[config.mk]
export PLATFORM = sky130hd
export DESIGN_NAME = dcef_elastic_fifo
export DESIGN_NICKNAME = d
export VERILOG_FILES = /design/src/logic/dcef_mem.v /design/src/logic/dcef_elastic_fifo.v
export VERILOG_INCLUDE_DIRS = /design/src /design/src/logic
export SDC_FILE = /design/constraint.sdc
export NUM_CORES = 1
export LEC_CHECK = 0
export ABC_AREA = 1
export BUFFER_PORTS_ARGS = -buffer_cell sky130_fd_sc_hd__buf_2
export CORE_MARGIN = 5
export CORE_UTILIZATION = 45
export DETAILED_ROUTE_END_ITERATION = 12
export GPL_TIMING_DRIVEN = 0
export RECOVER_POWER = 25
export SLEW_MARGIN = 5
export SYNTH_ARGS = -nofsm -noshare
export SYNTH_HDL_FRONTEND = slang
export SYNTH_SLANG_ARGS = --single-unit
export TNS_END_PERCENT = 10
[constraint.sdc]
create_clock -name clk_i -period 2.26 [get_ports clk_i]
set_input_delay 0.452 -clock clk_i [delete_from_list [all_inputs] [get_ports clk_i]]
set_output_delay 0.452 -clock clk_i [all_outputs]
set_load 0.01 [all_outputs]
[src/logic/dcef_consts.vh]
`ifndef DCEF_CONSTS_VH
`define DCEF_CONSTS_VH

// ----------------------------------------
// Register offsets
// ----------------------------------------
`define DCEF_OFF_BUFFER_CFG 8'h00
`define DCEF_OFF_READ_OFFSET 8'h04
`define DCEF_OFF_SYNC_SOURCE 8'h08
`define DCEF_OFF_ALARM_STATUS 8'h0C
`define DCEF_OFF_ALARM_ROUTE 8'h10
`define DCEF_OFF_INTERP 8'h14
`define DCEF_OFF_POINTERS 8'h18

// ----------------------------------------
// Field positions
// ----------------------------------------
`define DCEF_BIT_BUF_ENA 0
`define DCEF_BIT_WR_RST_ENA 1
`define DCEF_BIT_RD_RST_ENA 2
`define DCEF_BIT_SYNC_SINGLE 0
`define DCEF_BIT_ALM_COLL 0
`define DCEF_BIT_ALM_ONE 1
`define DCEF_BIT_ALM_TWO 2
`define DCEF_BIT_RD_PTR_LSB 4

// ----------------------------------------
// Reset values
// ----------------------------------------
`define DCEF_RST_BUFFER_CFG 3'h7
`define DCEF_RST_READ_OFFSET 3'h4
`define DCEF_RST_SYNC_SOURCE 1'h0
`define DCEF_RST_ALARM_ROUTE 3'h7
`define DCEF_RST_INTERP 4'h2
`define DCEF_WR_PTR_START 3'h0

// ----------------------------------------
// Buffer geometry
// ----------------------------------------
`define DCEF_DEPTH 8
`define DCEF_PTR_W 3
`define DCEF_LANE_W 16
`define DCEF_BYTES_PER_SAMPLE 4

`endif

[src/logic/dcef_mem.v]
`timescale 1ns/1ps
`default_nettype none

// Sample store: one write port, registered read port
module dcef_mem #(
   parameter DATA_W = 32,
   parameter ADDR_W = 3,
   parameter DEPTH = 8
) (
   // Clock
   input wire clk_i,
   // Write port
   input wire wr_en_i,
   input wire [ADDR_W-1:0] wr_addr_i,
   input wire [DATA_W-1:0] wr_data_i,
   // Read port
   input wire rd_en_i,
   input wire [ADDR_W-1:0] rd_addr_i,
   output reg [DATA_W-1:0] rd_data_o
);

   reg [DATA_W-1:0] mem_reg [0:DEPTH-1];

   always @(posedge clk_i) begin
      if (wr_en_i) begin
         mem_reg[wr_addr_i] <= wr_data_i;
      end
   end

   // Same-address read and write returns the old entry
   always @(posedge clk_i) begin
      if (rd_en_i) begin
         rd_data_o <= mem_reg[rd_addr_i];
      end
   end

endmodule // dcef_mem

`default_nettype wire

[src/logic/dcef_elastic_fifo.v]
`timescale 1ns/1ps
`default_nettype none
`include "dcef_consts.vh"

module dcef_elastic_fifo #(
   parameter INTERP_W = 4
) (
   // Clock and reset
   input wire clk_i,
   input wire sys_rst_i,
   // Register port
   input wire [7:0] reg_addr_i,
   input wire [31:0] reg_wdata_i,
   input wire reg_wr_i,
   input wire reg_rd_i,
   output reg [31:0] reg_rdata_o,
   // Source link, sampled levels
   input wire input_word_clock_i,
   input wire [7:0] data_byte_i,
   input wire frame_i,
   input wire output_sync_strobe_i,
   // Conversion side
   output reg [15:0] sample_i_o,
   output reg [15:0] sample_q_o,
   output reg sample_valid_o,
   output wire alarm_out_pin_o
);

   localparam PW = `DCEF_PTR_W;
   localparam DW = 2 * `DCEF_LANE_W;

   // ----------------------------------------
   // Configuration registers
   // ----------------------------------------
   reg [2:0] buffer_cfg_reg;
   reg [2:0] read_offset_cfg_reg;
   reg sync_source_cfg_reg;
   reg [2:0] alarm_status_reg;
   reg [2:0] alarm_route_reg;
   reg [INTERP_W-1:0] interp_reg;

   wire buf_ena = buffer_cfg_reg[`DCEF_BIT_BUF_ENA];
   wire wr_rst_ena = buffer_cfg_reg[`DCEF_BIT_WR_RST_ENA];
   wire rd_rst_ena = buffer_cfg_reg[`DCEF_BIT_RD_RST_ENA];
   wire single_src = sync_source_cfg_reg;

   wire wr_hit = reg_wr_i;
   wire [2:0] alarm_now;

   always @(posedge clk_i) begin
      if (sys_rst_i) begin
         buffer_cfg_reg <= `DCEF_RST_BUFFER_CFG;
         read_offset_cfg_reg <= `DCEF_RST_READ_OFFSET;
         sync_source_cfg_reg <= `DCEF_RST_SYNC_SOURCE;
         alarm_route_reg <= `DCEF_RST_ALARM_ROUTE;
         interp_reg <= `DCEF_RST_INTERP;
      end else if (wr_hit) begin
         case (reg_addr_i)
            `DCEF_OFF_BUFFER_CFG: begin
               buffer_cfg_reg <= reg_wdata_i[2:0];
            end
            `DCEF_OFF_READ_OFFSET: begin
               read_offset_cfg_reg <= reg_wdata_i[2:0];
            end
            `DCEF_OFF_SYNC_SOURCE: begin
               sync_source_cfg_reg <= reg_wdata_i[`DCEF_BIT_SYNC_SINGLE];
            end
            `DCEF_OFF_ALARM_ROUTE: begin
               alarm_route_reg <= reg_wdata_i[2:0];
            end
            `DCEF_OFF_INTERP: begin
               interp_reg <= reg_wdata_i[INTERP_W-1:0];
            end
            default: begin
            end
         endcase
      end
   end

   // ----------------------------------------
   // Sticky alarm status
   // ----------------------------------------
   // Write one to clear; a live condition wins over the clear
   wire [2:0] alarm_clr = (wr_hit && reg_addr_i == `DCEF_OFF_ALARM_STATUS) ?
                          reg_wdata_i[2:0] : 3'h0;

   always @(posedge clk_i) begin
      if (sys_rst_i) begin
         alarm_status_reg <= 3'h0;
      end else begin
         alarm_status_reg <= (alarm_status_reg & ~alarm_clr) | alarm_now;
      end
   end

   // ----------------------------------------
   // Register read
   // ----------------------------------------
   reg [PW-1:0] wr_ptr_reg;
   reg [PW-1:0] rd_ptr_reg;

   always @(posedge clk_i) begin
      if (sys_rst_i) begin
         reg_rdata_o <= 32'h0;
      end else if (reg_rd_i) begin
         case (reg_addr_i)
            `DCEF_OFF_BUFFER_CFG: reg_rdata_o <= {29'h0, buffer_cfg_reg};
            `DCEF_OFF_READ_OFFSET: reg_rdata_o <= {29'h0, read_offset_cfg_reg};
            `DCEF_OFF_SYNC_SOURCE: reg_rdata_o <= {31'h0, sync_source_cfg_reg};
            `DCEF_OFF_ALARM_STATUS: reg_rdata_o <= {29'h0, alarm_status_reg};
            `DCEF_OFF_ALARM_ROUTE: reg_rdata_o <= {29'h0, alarm_route_reg};
            `DCEF_OFF_INTERP: reg_rdata_o <= {{(32-INTERP_W){1'b0}}, interp_reg};
            `DCEF_OFF_POINTERS: reg_rdata_o <= {25'h0, rd_ptr_reg, 1'b0, wr_ptr_reg};
            default: reg_rdata_o <= 32'h0;
         endcase
      end else begin
         reg_rdata_o <= 32'h0;
      end
   end

   // ----------------------------------------
   // Word clock edge detection
   // ----------------------------------------
   // Inputs are synchronous to clk_i, so one history flop is enough
   reg wclk_prev_reg;
   reg frame_prev_reg;

   wire wclk_rise = input_word_clock_i & ~wclk_prev_reg;
   wire wclk_fall = ~input_word_clock_i & wclk_prev_reg;
   wire byte_stb = wclk_rise | wclk_fall;
   wire frame_rise = wclk_rise & frame_i & ~frame_prev_reg;

   always @(posedge clk_i) begin
      if (sys_rst_i) begin
         wclk_prev_reg <= 1'b0;
         frame_prev_reg <= 1'b0;
      end else begin
         wclk_prev_reg <= input_word_clock_i;
         if (wclk_rise) begin
            frame_prev_reg <= frame_i;
         end
      end
   end

   // ----------------------------------------
   // Byte packing
   // ----------------------------------------
   // First byte of a sample is I high byte; frame rise marks it
   reg [1:0] byte_cnt_reg;
   reg [23:0] byte_acc_reg;
   reg [DW-1:0] packed_reg;
   reg packed_stb_reg;

   wire [1:0] byte_pos = frame_rise ? 2'h0 : byte_cnt_reg;

   always @(posedge clk_i) begin
      if (sys_rst_i) begin
         byte_cnt_reg <= 2'h0;
         byte_acc_reg <= 24'h0;
         packed_reg <= {DW{1'b0}};
         packed_stb_reg <= 1'b0;
      end else begin
         packed_stb_reg <= 1'b0;
         if (byte_stb) begin
            byte_cnt_reg <= byte_pos + 2'h1;
            byte_acc_reg <= {byte_acc_reg[15:0], data_byte_i};
            if (byte_pos == 2'h3) begin
               packed_reg <= {byte_acc_reg, data_byte_i};
               packed_stb_reg <= 1'b1;
            end
         end
      end
   end

   // ----------------------------------------
   // Read tick divider
   // ----------------------------------------
   // Factor of zero is taken as one
   reg [INTERP_W-1:0] div_cnt_reg;
   wire [INTERP_W-1:0] div_last = (interp_reg == {INTERP_W{1'b0}}) ?
                                  {INTERP_W{1'b0}} : interp_reg - 1'b1;
   wire rd_tick = (div_cnt_reg == {INTERP_W{1'b0}});

   always @(posedge clk_i) begin
      if (sys_rst_i) begin
         div_cnt_reg <= {INTERP_W{1'b0}};
      end else if (div_cnt_reg >= div_last) begin
         div_cnt_reg <= {INTERP_W{1'b0}};
      end else begin
         div_cnt_reg <= div_cnt_reg + 1'b1;
      end
   end

   // ----------------------------------------
   // Reset sources
   // ----------------------------------------
   reg osync_prev_reg;
   reg frame_sync1_reg;
   reg frame_sync2_reg;
   reg frame_pend_reg;

   wire osync_rise = output_sync_strobe_i & ~osync_prev_reg;
   wire wr_ptr_rst = frame_rise & wr_rst_ena;
   // Frame path costs a few cycles of phase, hence dual mode
   wire rd_frame_rst = frame_pend_reg & rd_tick & rd_rst_ena & single_src;
   wire rd_osync_rst = osync_rise & rd_rst_ena & ~single_src;
   wire rd_ptr_rst = rd_frame_rst | rd_osync_rst;

   always @(posedge clk_i) begin
      if (sys_rst_i) begin
         osync_prev_reg <= 1'b0;
         frame_sync1_reg <= 1'b0;
         frame_sync2_reg <= 1'b0;
         frame_pend_reg <= 1'b0;
      end else begin
         osync_prev_reg <= output_sync_strobe_i;
         frame_sync1_reg <= frame_rise;
         frame_sync2_reg <= frame_sync1_reg;
         if (frame_sync2_reg) begin
            frame_pend_reg <= 1'b1;
         end else if (rd_tick) begin
            frame_pend_reg <= 1'b0;
         end
      end
   end

   // ----------------------------------------
   // Pointers
   // ----------------------------------------
   // Both wrap over eight entries, so one reset serves forever
   wire wr_en = packed_stb_reg & buf_ena;
   wire rd_en = rd_tick & buf_ena;

   always @(posedge clk_i) begin
      if (sys_rst_i) begin
         wr_ptr_reg <= `DCEF_WR_PTR_START;
         rd_ptr_reg <= `DCEF_RST_READ_OFFSET;
      end else begin
         if (wr_ptr_rst) begin
            wr_ptr_reg <= `DCEF_WR_PTR_START;
         end else if (wr_en) begin
            wr_ptr_reg <= wr_ptr_reg + 1'b1;
         end
         if (rd_ptr_rst) begin
            rd_ptr_reg <= read_offset_cfg_reg;
         end else if (rd_en) begin
            rd_ptr_reg <= rd_ptr_reg + 1'b1;
         end
      end
   end

   // ----------------------------------------
   // Sample store
   // ----------------------------------------
   wire [DW-1:0] mem_rd_data;

   dcef_mem #(
      .DATA_W(DW),
      .ADDR_W(PW),
      .DEPTH(`DCEF_DEPTH)
   ) u_mem (
      .clk_i(clk_i),
      .wr_en_i(wr_en),
      .wr_addr_i(wr_ptr_reg),
      .wr_data_i(packed_reg),
      .rd_en_i(rd_en),
      .rd_addr_i(rd_ptr_reg),
      .rd_data_o(mem_rd_data)
   );

   // ----------------------------------------
   // Output stage
   // ----------------------------------------
   reg rd_en_d_reg;
   reg byp_d_reg;

   always @(posedge clk_i) begin
      if (sys_rst_i) begin
         rd_en_d_reg <= 1'b0;
         byp_d_reg <= 1'b0;
         sample_i_o <= 16'h0;
         sample_q_o <= 16'h0;
         sample_valid_o <= 1'b0;
      end else begin
         rd_en_d_reg <= rd_en;
         byp_d_reg <= rd_tick & ~buf_ena;
         sample_valid_o <= 1'b0;
         if (rd_en_d_reg) begin
            sample_i_o <= mem_rd_data[31:16];
            sample_q_o <= mem_rd_data[15:0];
            sample_valid_o <= 1'b1;
         end else if (byp_d_reg) begin
            // No elasticity here: source must be phase-aligned
            sample_i_o <= packed_reg[31:16];
            sample_q_o <= packed_reg[15:0];
            sample_valid_o <= 1'b1;
         end
      end
   end

   // ----------------------------------------
   // Pointer distance alarms
   // ----------------------------------------
   // Combinational from pointers, no clock in the comparison
   wire [PW-1:0] gap = wr_ptr_reg - rd_ptr_reg;

   assign alarm_now[`DCEF_BIT_ALM_COLL] = buf_ena & (gap == 3'h0);
   assign alarm_now[`DCEF_BIT_ALM_ONE] = buf_ena &
                                         (gap <= 3'h1 || gap == 3'h7);
   assign alarm_now[`DCEF_BIT_ALM_TWO] = buf_ena &
                                         (gap <= 3'h2 || gap >= 3'h6);

   // Live alarms reach the pin without waiting for status
   assign alarm_out_pin_o = |(alarm_route_reg & (alarm_now | alarm_status_reg));

endmodule // dcef_elastic_fifo

`default_nettype wire

### Yosys cells after proc, flatten, opt, wreduce, memory -nomap -nowiden

Memory sizes are Yosys's and may differ from the RTL's. A register that Yosys moved wholly into a read port is not among the register bits.
Cells that the tools add are included.

| cells by class | value |
|---|---|
| add/subtract/negate cells | 6 |
| magnitude comparators | 4 |
| equality and inequality tests | 8 |
| muxes and demuxes | 17 |
| bitwise logic cells | 32 |
| reductions and logical operators | 21 |

Operator list:

| operator | number |
|---|---|
| 16-bit two-way mux | 4 |
| 7-bit case mux with 7 select lines | 1 |
| 8-bit by 5-bit == test with 1-bit output (second input constant) | 3 |
| 1-bit bitwise AND | 17 |
| 8-bit by 4-bit == test with 1-bit output (second input constant) | 2 |
| 2-bit AND reduction | 6 |
| 3-bit two-way mux | 3 |
| 8-bit by 3-bit == test with 1-bit output (second input constant) | 1 |
| 4-bit zero test | 2 |
| 8-bit zero test | 1 |
| 1-bit NOT | 8 |
| 2-bit OR reduction | 4 |
| 1-bit two-way mux | 7 |
| 3-bit by 1-bit adder with 3-bit output (second input constant) | 2 |
| 3-bit bitwise AND | 2 |
| 3-bit bitwise OR | 2 |
| 2-bit nonzero test | 3 |
| 4-bit by 1-bit adder with 4-bit output (second input constant) | 1 |
| 4-bit >= comparator | 1 |
| 4-bit two-way mux | 1 |
| 4-bit by 1-bit subtractor with 4-bit output (second input constant) | 1 |
| 3-bit == test (second input constant) | 1 |
| 3-bit >= comparator (second input constant) | 1 |
| 3-bit by 1-bit <= comparator with 1-bit output (second input constant) | 1 |
| other kinds (11) | 13 |

| word-level totals | value |
|---|---|
| register bits after elaboration | 159 |
| bits in writable memories | 256 |
| logic and storage cells | 114 |
| memories | 1 |

Memories:

| name | depth | bits a word | rd ports | clocked after Yosys merged registers in | write ports | RTL line | source |
|---|---|---|---|---|---|---|---|
| u_mem.mem_reg | 8 | 32 | 1 | 1 | 1 | dcef_mem.v:22 | `reg [DATA_W-1:0] mem_reg [0:DEPTH-1];` |

### Depth between registers and ports, before layout

Gate-level depths: netlist (run 1).

| depth | value |
|---|---|
| depth in word-level cells | 7 |
| depth in mapped cells | 13 |

### By module

From an unflattened synthesis (run 1), not the netlist that was laid out.

| second synthesis, totals | value |
|---|---|
| cells, all modules | 1966 |
| area total of the unflattened synthesis | 18118.6 um2 |

Modules (own cells, without submodules):

| module | times used | cells an instance | area each (um2) | seq. area each (um2) |
|---|---|---|---|---|
| dcef_mem | 1 | 1156 | 12192.9 | 8648.3 |
| dcef_elastic_fifo | 1 | 810 | 5925.7 | 2682.6 |

### Worst setup path before layout (run 1)

Ideal clock, no wire load.

| timing path | value |
|---|---|
| path type | register to register |
| start point | register buffer_cfg_reg[0] |
| end point | memory u_mem.mem_reg[0][0] (enable) |
| arrival | 2044 ps |
| data required time | 1839 ps |
| path slack | -205 ps |
| cell stages (with the launch flop) | 5 |
| path buffers | 0 |
| clock period less this slack | 2465 ps |
| cell sequence | dfxtp_1 -> nand2_1 -> inv_1 -> nand2_1 -> nor2_1 |

| on the way | value |
|---|---|
| word-level cells in the longest chain between the ends | 3 |

RTL lines:

| what | RTL line | source |
|---|---|---|
| start: declaration | dcef_elastic_fifo.v:35 | `reg [2:0] buffer_cfg_reg;` |
| start signal: assignment | dcef_elastic_fifo.v:52 | `` buffer_cfg_reg <= `DCEF_RST_BUFFER_CFG; `` |
| start signal: assignment | dcef_elastic_fifo.v:60 | `buffer_cfg_reg <= reg_wdata_i[2:0];` |
| 1-bit bitwise AND | dcef_elastic_fifo.v:230 | `wire wr_en = packed_stb_reg & buf_ena;` |
| 1-bit two-way mux | dcef_mem.v:25 | `if (wr_en_i) begin` |
| 1-bit two-way mux (implied by the code) | dcef_mem.v:26 | `mem_reg[wr_addr_i] <= wr_data_i;` |
| end: declaration | dcef_mem.v:22 |  |

Every way passes these cells.

### Final worst setup path (run 1)

| timing path | value |
|---|---|
| start point | register wr_ptr_reg[0] |
| end point | output port alarm_out_pin_o |

| on the way | value |
|---|---|
| word-level cells in the longest chain between the ends | 7 |

RTL lines:

| what | RTL line | source |
|---|---|---|
| start: declaration | dcef_elastic_fifo.v:98 | `reg [PW-1:0] wr_ptr_reg;` |
| start signal: assignment | dcef_elastic_fifo.v:235 | `` wr_ptr_reg <= `DCEF_WR_PTR_START; `` |
| start signal: assignment | dcef_elastic_fifo.v:239 | `` wr_ptr_reg <= `DCEF_WR_PTR_START; `` |
| start signal: assignment | dcef_elastic_fifo.v:241 | `wr_ptr_reg <= wr_ptr_reg + 1'b1;` |
| 3-bit subtractor * | dcef_elastic_fifo.v:304 | `wire [PW-1:0] gap = wr_ptr_reg - rd_ptr_reg;` |
| 3-bit by 1-bit <= comparator with 1-bit output, or another cell as far along | dcef_elastic_fifo.v:308 | `(gap <= 3'h1 \|\| gap == 3'h7);` |
| 1-bit logical OR (on tied branches) | dcef_elastic_fifo.v:308, dcef_elastic_fifo.v:310 |  |
| 1-bit bitwise AND (on tied branches) | dcef_elastic_fifo.v:307, dcef_elastic_fifo.v:309 |  |
| 3-bit bitwise OR * | dcef_elastic_fifo.v:313 | `assign alarm_out_pin_o = \|(alarm_route_reg & (alarm_now \| alarm_status_reg));` |
| 3-bit bitwise AND * | dcef_elastic_fifo.v:313 |  |
| 3-bit OR reduction * | dcef_elastic_fifo.v:313 |  |
| end: declaration | dcef_elastic_fifo.v:26 | `output wire alarm_out_pin_o` |

Every way passes the cells marked *; elsewhere a longest branch is shown, timed or not.

==> reports/metrics.csv, run 1 <==
stage;metric;value;unit
outcome;status;finished, violations left;
outcome;failing checks;setup timing;
finish;max reg flops;256;
setup_path;Crit Path Category;flop to output pin;
pwr;NetSw;5.959;mW
route;DRC errors left;0;
synth;synthesized instance count;1569;
grt;global-route wire length before repair;69.87;mm
placed_design;placed cell area;18090;um2
placed_design;dpl hpwl;31.55;mm
route;Vias/cell;5.394;
pwr;switching portion of total power;0.2922;
setup_path;CP delay by family, top;simple AND/OR/NAND/NOR gates;
route;initial DRC count;1023;
floorplan;IO Pins;121;
setup_path;Crit path buffers/inverters;4;
clock_tree;Clock transition at path regs;0.06;ns
finish;Finished Cell Area;19610;um2
setup_path;Reg-to-Reg Start;buffer_cfg_reg[0]$_SDFFE_PP1P_;
timing;Setup Viol. Count Final;1;
placed_design;RD Place Congestion;0.8662;
synth;Post-synth top flop;edfxtp_1;
timing;TNS Setup;-0.6895;ns
hold_path;Hold Path Cell Cnt;3;
timing;fin worst setup slack;-0.6895;ns
synth;Syn Std Cell Area;16790;um2
grt;initial antenna violation count;0;
finish;ANT cells;0;
synth;post-synthesis compound-gate area fraction;0.1168;
synth;Yosys Warn Count;0;
synth;Synth async-reset ratio;0;
hold_path;HP Class;input pin to flop;
pwr;sequential power share;0.454;
clock_tree;CTS root buffer;clkbuf_16;
timing;Fmax achieved;0.3390;GHz
timing;Final Max Tran Viols;0;
synth;Simple-Gate Fraction of Synth Area;0.1285;
timing;hold slack final;0.1318;ns
clock_tree;clock sinks;422;
setup_path;WP depth;12;
synth;combinational family with the most area after synthesis;simple AND/OR/NAND/NOR gates;
clock_tree;Clock Tree Buf Depth;3;
hold_path;HP Start;output_sync_strobe_i;
timing;actual slew at the worst max-slew pin;1.146;ns
floorplan;Core Area;36700;um2
grt;total congestion overflow;0;
floorplan;die extent in y;203.2;um
route;Avg WL per Cell;20.90;um
synth;Synth Area in XOR/XNOR;0.002087;
route;remaining antenna violation count after routing;0;
synth;Yosys reg bits;422;
finish;fin nets;1786;
setup_path;Crit Path Max Fanout;2;
pwr;Power Total;20.39;mW
pwr;Pleak;7.637;nW
synth;mux share of post-synthesis cell area;0;
pwr;worst vdd ir;0.6622;mV
timing;unrepaired setup endpoints after global routing;yes;
finish;non-filler cells, final;2224;
setup_path;slowest stage delay, CP;0.55;ns
pwr;combinational share of power;0.197;
setup_path;worst reg-to-reg path cell count;5;
timing;Max Clock Skew;0.02557;ns
floorplan;Initial Util;0.4575;
clock_tree;number of CTS-inserted buffers;45;
floorplan;Site Rows;70;
finish;fin util;0.5342;
route;Vias;12000;
pwr;share of power burned in the clock network;0.348;
setup_path;CP cell instances;inv_2, ha_4, inv_2, fa_1, inv_2, or2_4, nand3b_1, nand3_2, nand2_1, nand2_1, nand2_1, buf_6;
setup_path;Setup crit start;wr_ptr_reg[0]$_SDFFE_PP0P_;
job;max cap viols;0;
synth;Synth cell types;38;
grt;Total GRT Usage;0.2215;
timing;part of the cycle the worst path needs;1.305;
timing;final hold vios;0;
route;drt total wl;46.49;mm
grt;largest net degree at the start of global routing;23;
setup_path;Critical Path RT;1.81;ns
synth;Seq/Total Area, Yosys;0.6749;
synth;Post-synth EDFFs;288;
clock_tree;Worst-Skew Late Latency;0.55;ns
setup_path;endpoint class of the critical path;output pin;
timing;fin crit period;2.950;ns
placed_design;I/O Buffers;66;
route;drt first pass iters;5;
floorplan;Die Area;41270;um2
floorplan;Die X;203.2;um
clock_tree;H-tree levels;2;
pwr;Power Density;1040;nW/um2
setup_path;Worst EP arrival;2.50;ns
setup_path;CP startpoint kind;flop;
placed_design;Inst Count DP;2136;
pwr;internal power;14.43;mW
finish;share of cells above drive strength 1;0.1458;
grt;vias in the first global route;11800;
synth;Syn Area/Cell;10.70;um2
finish;Area Growth Syn to Fin;16.77;%
synth;synthesized-area fraction occupied by adder cells;0.009390;
timing;relative slew slack;0.2357;
clock_tree;CTS tree;done;
setup_path;Slowest cell on crit path;fa_1;
placed_design;Place WS;-0.6526;ns
==> cells in the final DEF, fill, tap and decap left out, types with 2 or more instances in the layout <==
cell	n
buf_1	8
inv_2	11
ha_1	10
buf_6	13
o21ai_1	54
edfxtp_1	288
nor2_1	210
buf_16	7
o21ai_0	156
buf_4	38
o22ai_1	65
clkbuf_2	2
clkbuf_8	4
conb_1	25
dfxtp_1	130
nor2_2	4
clkinv_1	9
nand4_1	2
clkbuf_1	45
clkbuf_16	47
buf_12	2
a21oi_1	38
xnor2_1	2
xor2_1	2
o31ai_1	16
nor2_4	14
o211ai_1	20
buf_2	83
bufinv_16	2
inv_1	118
nand2_2	8
clkinv_2	8
nor3_1	9
nand2_1	249
nand3_1	39
dfxtp_4	2
dfxtp_2	2
==> logic make-up after synthesis <==
family                   after synthesis
buffers and inverters                238
adder cells (fa/ha/maj)               12
XOR/XNOR                               4
AND/OR/NAND/NOR                      538
AO/OA/AOI/OAI                        354
flip-flops                           422
other                                  1
==> power by group through the flow <==
stage | clock [mW] | combinational [mW] | sequential [mW]
after floorplan | 0 | 2.37 | 9.40
after global routing | 7.50 | 4.46 | 9.33
final | 7.10 | 4.03 | 9.26
after global placement | 0 | 3.82 | 9.44
after CTS | 7.18 | 4.04 | 9.26
after detailed placement | 0 | 3.96 | 9.42
==> cells in the mapped netlist, types with 9 or more instances <==
cell | instances | area [um2]
nand3_1 | 40 | 200.2
buf_4 | 32 | 240.2
buf_2 | 20 | 100.1
a21oi_1 | 38 | 190.2
o22ai_1 | 65 | 406.6
inv_1 | 122 | 457.9
o211ai_1 | 20 | 150.1
clkbuf_1 | 31 | 116.4
nor2_1 | 220 | 825.8
dfxtp_1 | 134 | 2683
nand2_1 | 251 | 942.2
buf_6 | 12 | 135.1
o21ai_1 | 54 | 270.3
o31ai_1 | 17 | 127.6
nor3_1 | 9 | 45.04
ha_1 | 11 | 137.6
o21ai_0 | 156 | 780.8
edfxtp_1 | 288 | 8648
==> final timing paths <==
path	end	slack [ns]
worst max register to register	u_mem.mem_reg[1][7]$_DFFE_PP_	0.20
worst max-delay path	alarm_out_pin_o	-0.69
worst min-delay path	osync_prev_reg$_SDFF_PP0_	0.13
worst min register to register	frame_sync2_reg$_SDFF_PP0_	0.42
==> routing by layer <==
metal | GRT usage | part of all wire | routed length, um
met5 | 0 | 0 | 0
met4 | 0.07324 | 0.031 | 1423
met3 | 0.03482 | 0.073 | 3390
met2 | 0.3659 | 0.47 | 22020
met1 | 0.3024 | 0.42 | 19650
==> layout make-up <==
| class | count | area (um2) |
|---|---|---|
| multi-input cells | 933 | 4499 |
| flip-flops and latches | 422 | 11340 |
| well taps | 468 | 585.6 |
| inverters | 132 | 505.5 |
| repair buffers | 81 | 614.3 |
| plain buffers | 104 | 636.9 |
| fillers | 3210 | 17090 |
| clock buffers | 65 | 1284 |
| clock inverters | 19 | 138.9 |
==> tightest hold or removal path: stages <==
cell	delay [ns]
buf_2	0.11
inv_1	0.05
nor2_1	0.03
==> what timing repair did <==
action                                  in CTS  in global routing
setup buffers                                5                  1
endpoints found under the setup margin      35                 12
hold endpoints to repair                     0                  0
resized for setup                           15                  7
hold buffers                                 0                  0
pin swaps                                    6                  1
Power figures use the tool's default switching activity.
==> run 2: changes to the inputs <==
CTS_BUF_LIST = sky130_fd_sc_hd__clkbuf_4 sky130_fd_sc_hd__clkbuf_8   (was default)
==> run 2 against run 1 <==
Compared with the run above:
- the run still ends with setup timing left
- first-iteration DRC count grew 10%
- flip-flop and latch count unchanged
- worst hold slack got worse by 0.066 ns
- core utilization hardly changed
- critical path depth shrank 2
- maximum frequency down 2.0%
- register-to-register slack lost 0.03 ns
- final area about the same
- clock skew decreased by 0.0031 ns
==> reports/metrics.csv, run 2 (synthesis results as in run 1) <==
stage;metric;value;unit
setup_path;CP cell instances;inv_6, fa_1, inv_2, or2_4, nand3b_1, nand3_2, nand2_1, nand2_1, nand2_1, buf_6;
floorplan;IO Pins;121;
grt;global-route wire length before repair;70.66;mm
clock_tree;Clock transition at path regs;0.06;ns
route;Vias/cell;5.343;
clock_tree;hold-fix buffer count after cts;0;
finish;most frequent cells in the layout;edfxtp_1 (288), nand2_1 (249), nor2_1 (210);
grt;Total GRT Usage;0.2254;
clock_tree;Clock Tree Buf Depth;3;
route;remaining antenna violation count after routing;0;
clock_tree;CTS tree;done;
finish;ANT cells;0;
timing;actual slew at the worst max-slew pin;1.126;ns
floorplan;Die Area;41270;um2
finish;non-filler cells, final;2272;
route;drt first pass iters;5;
floorplan;Initial Util;0.4575;
pwr;Pleak;7.703;nW
timing;relative slew slack;0.2491;
route;drt total wl;47.11;mm
finish;max reg flops;256;
floorplan;Site Rows;70;
pwr;worst vdd ir;0.5469;mV
finish;commonest non-fill, non-tap cell in the layout;edfxtp_1;
floorplan;Core Area;36700;um2
grt;vias in the first global route;12060;
route;Vias;12140;
clock_tree;H-tree levels;3;
placed_design;placed cell area;18090;um2
setup_path;Crit Path Max Fanout;22;
grt;largest net degree at the start of global routing;23;
pwr;Power Total;20.12;mW
timing;final hold vios;0;
setup_path;Critical Path RT;1.81;ns
timing;Max Clock Skew;0.02251;ns
outcome;status;finished, violations left;
floorplan;die extent in y;203.2;um
clock_tree;clock sinks;422;
timing;fin worst setup slack;-0.7491;ns
timing;TNS Setup;-0.7491;ns
finish;fin util;0.5347;
finish;register area;11340;um2
route;Avg WL per Cell;20.73;um
timing;fin crit period;3.009;ns
route;initial DRC count;1126;
placed_design;I/O Buffers;66;
placed_design;dpl hpwl;31.55;mm
clock_tree;CTS root buffer;clkbuf_8;
floorplan;Die X;203.2;um
setup_path;endpoint class of the critical path;output pin;
timing;Final Max Tran Viols;0;
finish;Area Growth Syn to Fin;16.86;%
placed_design;RD Place Congestion;0.8662;
timing;part of the cycle the worst path needs;1.331;
grt;initial antenna violation count;0;
setup_path;CP startpoint kind;flop;
timing;unrepaired setup endpoints after global routing;yes;
finish;Finished Cell Area;19620;um2
setup_path;CP most frequent cell;nand2_1;
outcome;failing checks;setup timing;
hold_path;HP Class;input pin to flop;
timing;Fmax achieved;0.3323;GHz
clock_tree;number of CTS-inserted buffers;71;
job;max cap viols;0;
timing;Setup Viol. Count Final;1;
placed_design;Inst Count DP;2136;
finish;Fillers;3243;
setup_path;Crit Path Category;flop to output pin;
finish;multi-input logic area;4494;um2
finish;share of cells above drive strength 1;0.1757;
setup_path;slowest stage delay, CP;0.61;ns
setup_path;Slowest cell on crit path;fa_1;
pwr;Power Density;1025;nW/um2
setup_path;Worst EP arrival;2.56;ns
clock_tree;Worst-Skew Late Latency;0.62;ns
finish;fin nets;1812;
route;DRC errors left;0;
grt;total congestion overflow;0;
## run 2: critical path, delay by kind of cell (launching register included)
family	cells	cell delay (ns)
buffers and inverters	3	0.29
adders and majority gates	1	0.61
DFF	1	0.38
and+or+nand+nor	6	0.66
## run 2: what timing repair did
action	4_1_cts	5_1_grt
gates resized for setup	15	4
endpoints found under the setup margin	46	39
setup buffers	6	0
pin swaps	7	1
## run 2: worst paths after layout
check                           cells after the start                             to                      startpoint  slack [ns]
worst min-delay path                                3      osync_prev_reg$_SDFF_PP0_            output_sync_strobe_i        0.07
worst min register to register                      2     frame_sync2_reg$_SDFF_PP0_      frame_sync1_reg$_SDFF_PP0_        0.42
worst max-delay path                               10                alarm_out_pin_o      rd_ptr_reg[1]$_SDFFE_PP0P_       -0.75
worst max register to register                      5  u_mem.mem_reg[1][5]$_DFFE_PP_  buffer_cfg_reg[0]$_SDFFE_PP1P_        0.17
## run 2: report_power, final
part / switching [mW] / total, mW / internal (mW) / leakage, nW
combinational: 2.73 / 4.03 / 1.30 / 3.14
clock: 3.03 / 6.83 / 3.80 / 0.766
sequential: 0.299 / 9.26 / 8.96 / 3.80
total: 6.06 / 20.1 / 14.1 / 7.70
## run 2: final cells by class
cell class                      instances  area share
Timing Repair Buffer                   81     0.03195
Buffer                                104     0.03246
Clock inverter                         15    0.003890
Inverter                              132     0.02563
Multi-Input combinational cell        933      0.2291
Sequential cell                       422      0.5779
Clock buffer                          117     0.06931
Tap cell                              468     0.02984
## run 2: metal layers
metal / track usage / wire [um]
met1: 0.3009 / 19680
met2: 0.3648 / 22270
met3: 0.04611 / 3639
met4: 0.08914 / 1524
met5: 0 / 0
## run 2: through the flow
stage,hold WS [ns],setup WS [ns]
global placement,0.4098,-1.918
finish,0.06553,-0.7491
CTS,0.03075,-0.8081
detailed placement,0.4069,-0.6526
global route,0.04752,-0.8761
floorplan,0.3883,-0.2047
==> run 3: changes to the inputs <==
CELL_PAD_IN_SITES_DETAIL_PLACEMENT = 1   (was default)
CELL_PAD_IN_SITES_GLOBAL_PLACEMENT = 2   (was default)
CORE_UTILIZATION = 37   (was 45)
PLACE_DENSITY_LB_ADDON = 0.1   (was default)
==> run 3 against run 2 <==
Compared with the run above:
- the run still ends with setup timing left
- highest routed layer unchanged
- global-route usage is 1.8 points lower
- maximum frequency down 1.3%
- core utilization fell by 9.6 points
- critical path depth unchanged
- flip-flop and latch count stayed put
- critical endpoint unchanged
- die area grew 21%
- non-clock buffer count increased by 4
- via count shrank 1.2%
- setup slack got worse by 0.038 ns
==> reports/metrics.csv, run 3 (synthesis results as in run 1) <==
stage;metric;value;unit
route;Vias;11990;
grt;initial antenna violation count;0;
floorplan;Site Rows;78;
floorplan;die extent in y;223.0;um
timing;hold slack final;0.06143;ns
setup_path;Worst EP arrival;2.60;ns
setup_path;Crit path buffers/inverters;3;
setup_path;Slowest cell on crit path;fa_2;
clock_tree;CTS tree;done;
grt;largest net degree at the start of global routing;25;
route;initial DRC count;749;
setup_path;CP startpoint kind;flop;
timing;fin crit period;3.047;ns
route;Avg WL per Cell;21.82;um
timing;part of the cycle the worst path needs;1.348;
timing;unrepaired setup endpoints after global routing;yes;
timing;Final Max Tran Viols;0;
grt;GRT met2 Usage;0.3314;
placed_design;dpl hpwl;36.80;mm
grt;total congestion overflow;0;
timing;actual slew at the worst max-slew pin;0.8268;ns
timing;Fmax achieved;0.3282;GHz
grt;GR Util met1;0.2960;
pwr;Power Total;20.60;mW
setup_path;CP delay by family, top;simple AND/OR/NAND/NOR gates;
clock_tree;hold-fix buffer count after cts;0;
finish;share of cells above drive strength 1;0.1743;
finish;max reg flops;256;
pwr;Power Density;1041;nW/um2
grt;Total GRT Usage;0.2074;
setup_path;CP cell instances;clkinv_8, fa_2, inv_2, or2_4, nand3b_1, nand3_2, nand2_1, nand2_1, nand2_1, buf_2;
outcome;failing checks;setup timing;
clock_tree;H-tree levels;3;
clock_tree;Clock transition at path regs;0.06;ns
floorplan;Die Area;49740;um2
timing;fin worst setup slack;-0.7874;ns
floorplan;Initial Util;0.3724;
placed_design;Place WS;-0.8001;ns
job;max cap viols;0;
route;DRC errors left;0;
finish;non-filler cells, final;2403;
placed_design;I/O Buffers;66;
grt;GR met3 Demand/Resource;0.03197;
finish;most frequent cells in the layout;edfxtp_1 (288), nand2_1 (250), nor2_1 (210);
pwr;Pleak;7.699;nW
outcome;status;finished, violations left;
grt;global-route wire length before repair;78.26;mm
setup_path;Critical Path RT;1.81;ns
grt;busiest layer in global routing;met2;
timing;relative slew slack;0.4488;
route;remaining antenna violation count after routing;0;
setup_path;endpoint class of the critical path;output pin;
timing;Setup Viol. Count Final;1;
clock_tree;Clock Tree Buf Depth;3;
timing;Max Clock Skew;0.03243;ns
clock_tree;clock sinks;422;
pwr;worst vdd ir;0.6129;mV
timing;final hold vios;0;
placed_design;placed cell area;18210;um2
floorplan;Core Area;45090;um2
finish;fin nets;1819;
route;drt total wl;52.43;mm
setup_path;CP most frequent cell;nand2_1;
placed_design;RD Place Congestion;0.8029;
clock_tree;number of CTS-inserted buffers;73;
finish;Finished Cell Area;19790;um2
route;drt first pass iters;5;
clock_tree;Worst-Skew Late Latency;0.64;ns
route;Vias/cell;4.990;
clock_tree;CTS root buffer;clkbuf_8;
finish;Area Growth Syn to Fin;17.84;%
placed_design;Inst Count DP;2268;
floorplan;Die X;223.0;um
timing;TNS Setup;-0.7874;ns
finish;Fillers;5079;
finish;fin util;0.4388;
setup_path;slowest stage delay, CP;0.60;ns
grt;vias in the first global route;12340;
setup_path;Crit Path Max Fanout;4;
hold_path;HP Class;input pin to flop;
setup_path;Crit Path Category;flop to output pin;
floorplan;IO Pins;121;
finish;commonest non-fill, non-tap cell in the layout;edfxtp_1;
run 3: cell types whose count changed in the layout (fill, tap and decap cells not counted), moves of 4 or more:
cell      change
buf_4         +4
buf_16        -6
clkbuf_4     -20
buf_12        +5
clkbuf_8      +6
clkinv_2      +5
run 3: worst min-delay path: cells and delay by family:
family / cells / cell delay, ns
buffers and inverters: 2 / 0.16
and+or+nand+nor: 1 / 0.03
run 3: what timing repair did:
| action | 4_1_cts | 5_1_grt |
|---|---|---|
| gates cloned | 0 | 1 |
| pin swaps | 6 | 6 |
| setup endpoints to repair | 4 | 18 |
| buffers inserted | 8 | 2 |
| resized for setup | 16 | 7 |
run 3: cell type report:
| type | instances | area, um2 | share of cell area |
|---|---|---|---|
| Antenna cell | 1 | 2.502 | 0.0001265 |
| Buffer | 104 | 635.6 | 0.03213 |
| Clock buffer | 103 | 1292 | 0.06533 |
| Clock inverter | 22 | 143.9 | 0.007273 |
| Inverter | 132 | 510.5 | 0.02580 |
| Multi-Input combinational cell | 933 | 4504 | 0.2277 |
| Sequential cell | 422 | 11340 | 0.5731 |
| Tap cell | 600 | 750.7 | 0.03794 |
| Timing Repair Buffer | 85 | 596.8 | 0.03017 |
| Timing Repair inverter | 1 | 8.758 | 0.0004427 |
run 3: final timing paths:
kind / start / to / slack, ns / cells after the start
min reg2reg: frame_sync1_reg$_SDFF_PP0_ / frame_sync2_reg$_SDFF_PP0_ / 0.41 / 2
max reg2reg: buffer_cfg_reg[0]$_SDFFE_PP1P_ / u_mem.mem_reg[7][4]$_DFFE_PP_ / 0.14 / 5
max: rd_ptr_reg[1]$_SDFFE_PP0P_ / alarm_out_pin_o / -0.79 / 10
min: input_word_clock_i / wclk_prev_reg$_SDFF_PP0_ / 0.06 / 3
run 3: where the power goes:
group / switching [mW] / internal (mW)
Combinational: 2.79 / 1.33
Clock: 3.21 / 3.80
Sequential: 0.496 / 8.98
run 3: per-layer routing:
layer | vias to the layer above | routed length (um)
li1 | 5703 | -
met1 | 5981 | 25090
met2 | 232 | 24110
met3 | 75 | 2295
met4 | 0 | 929
met5 | - | 0
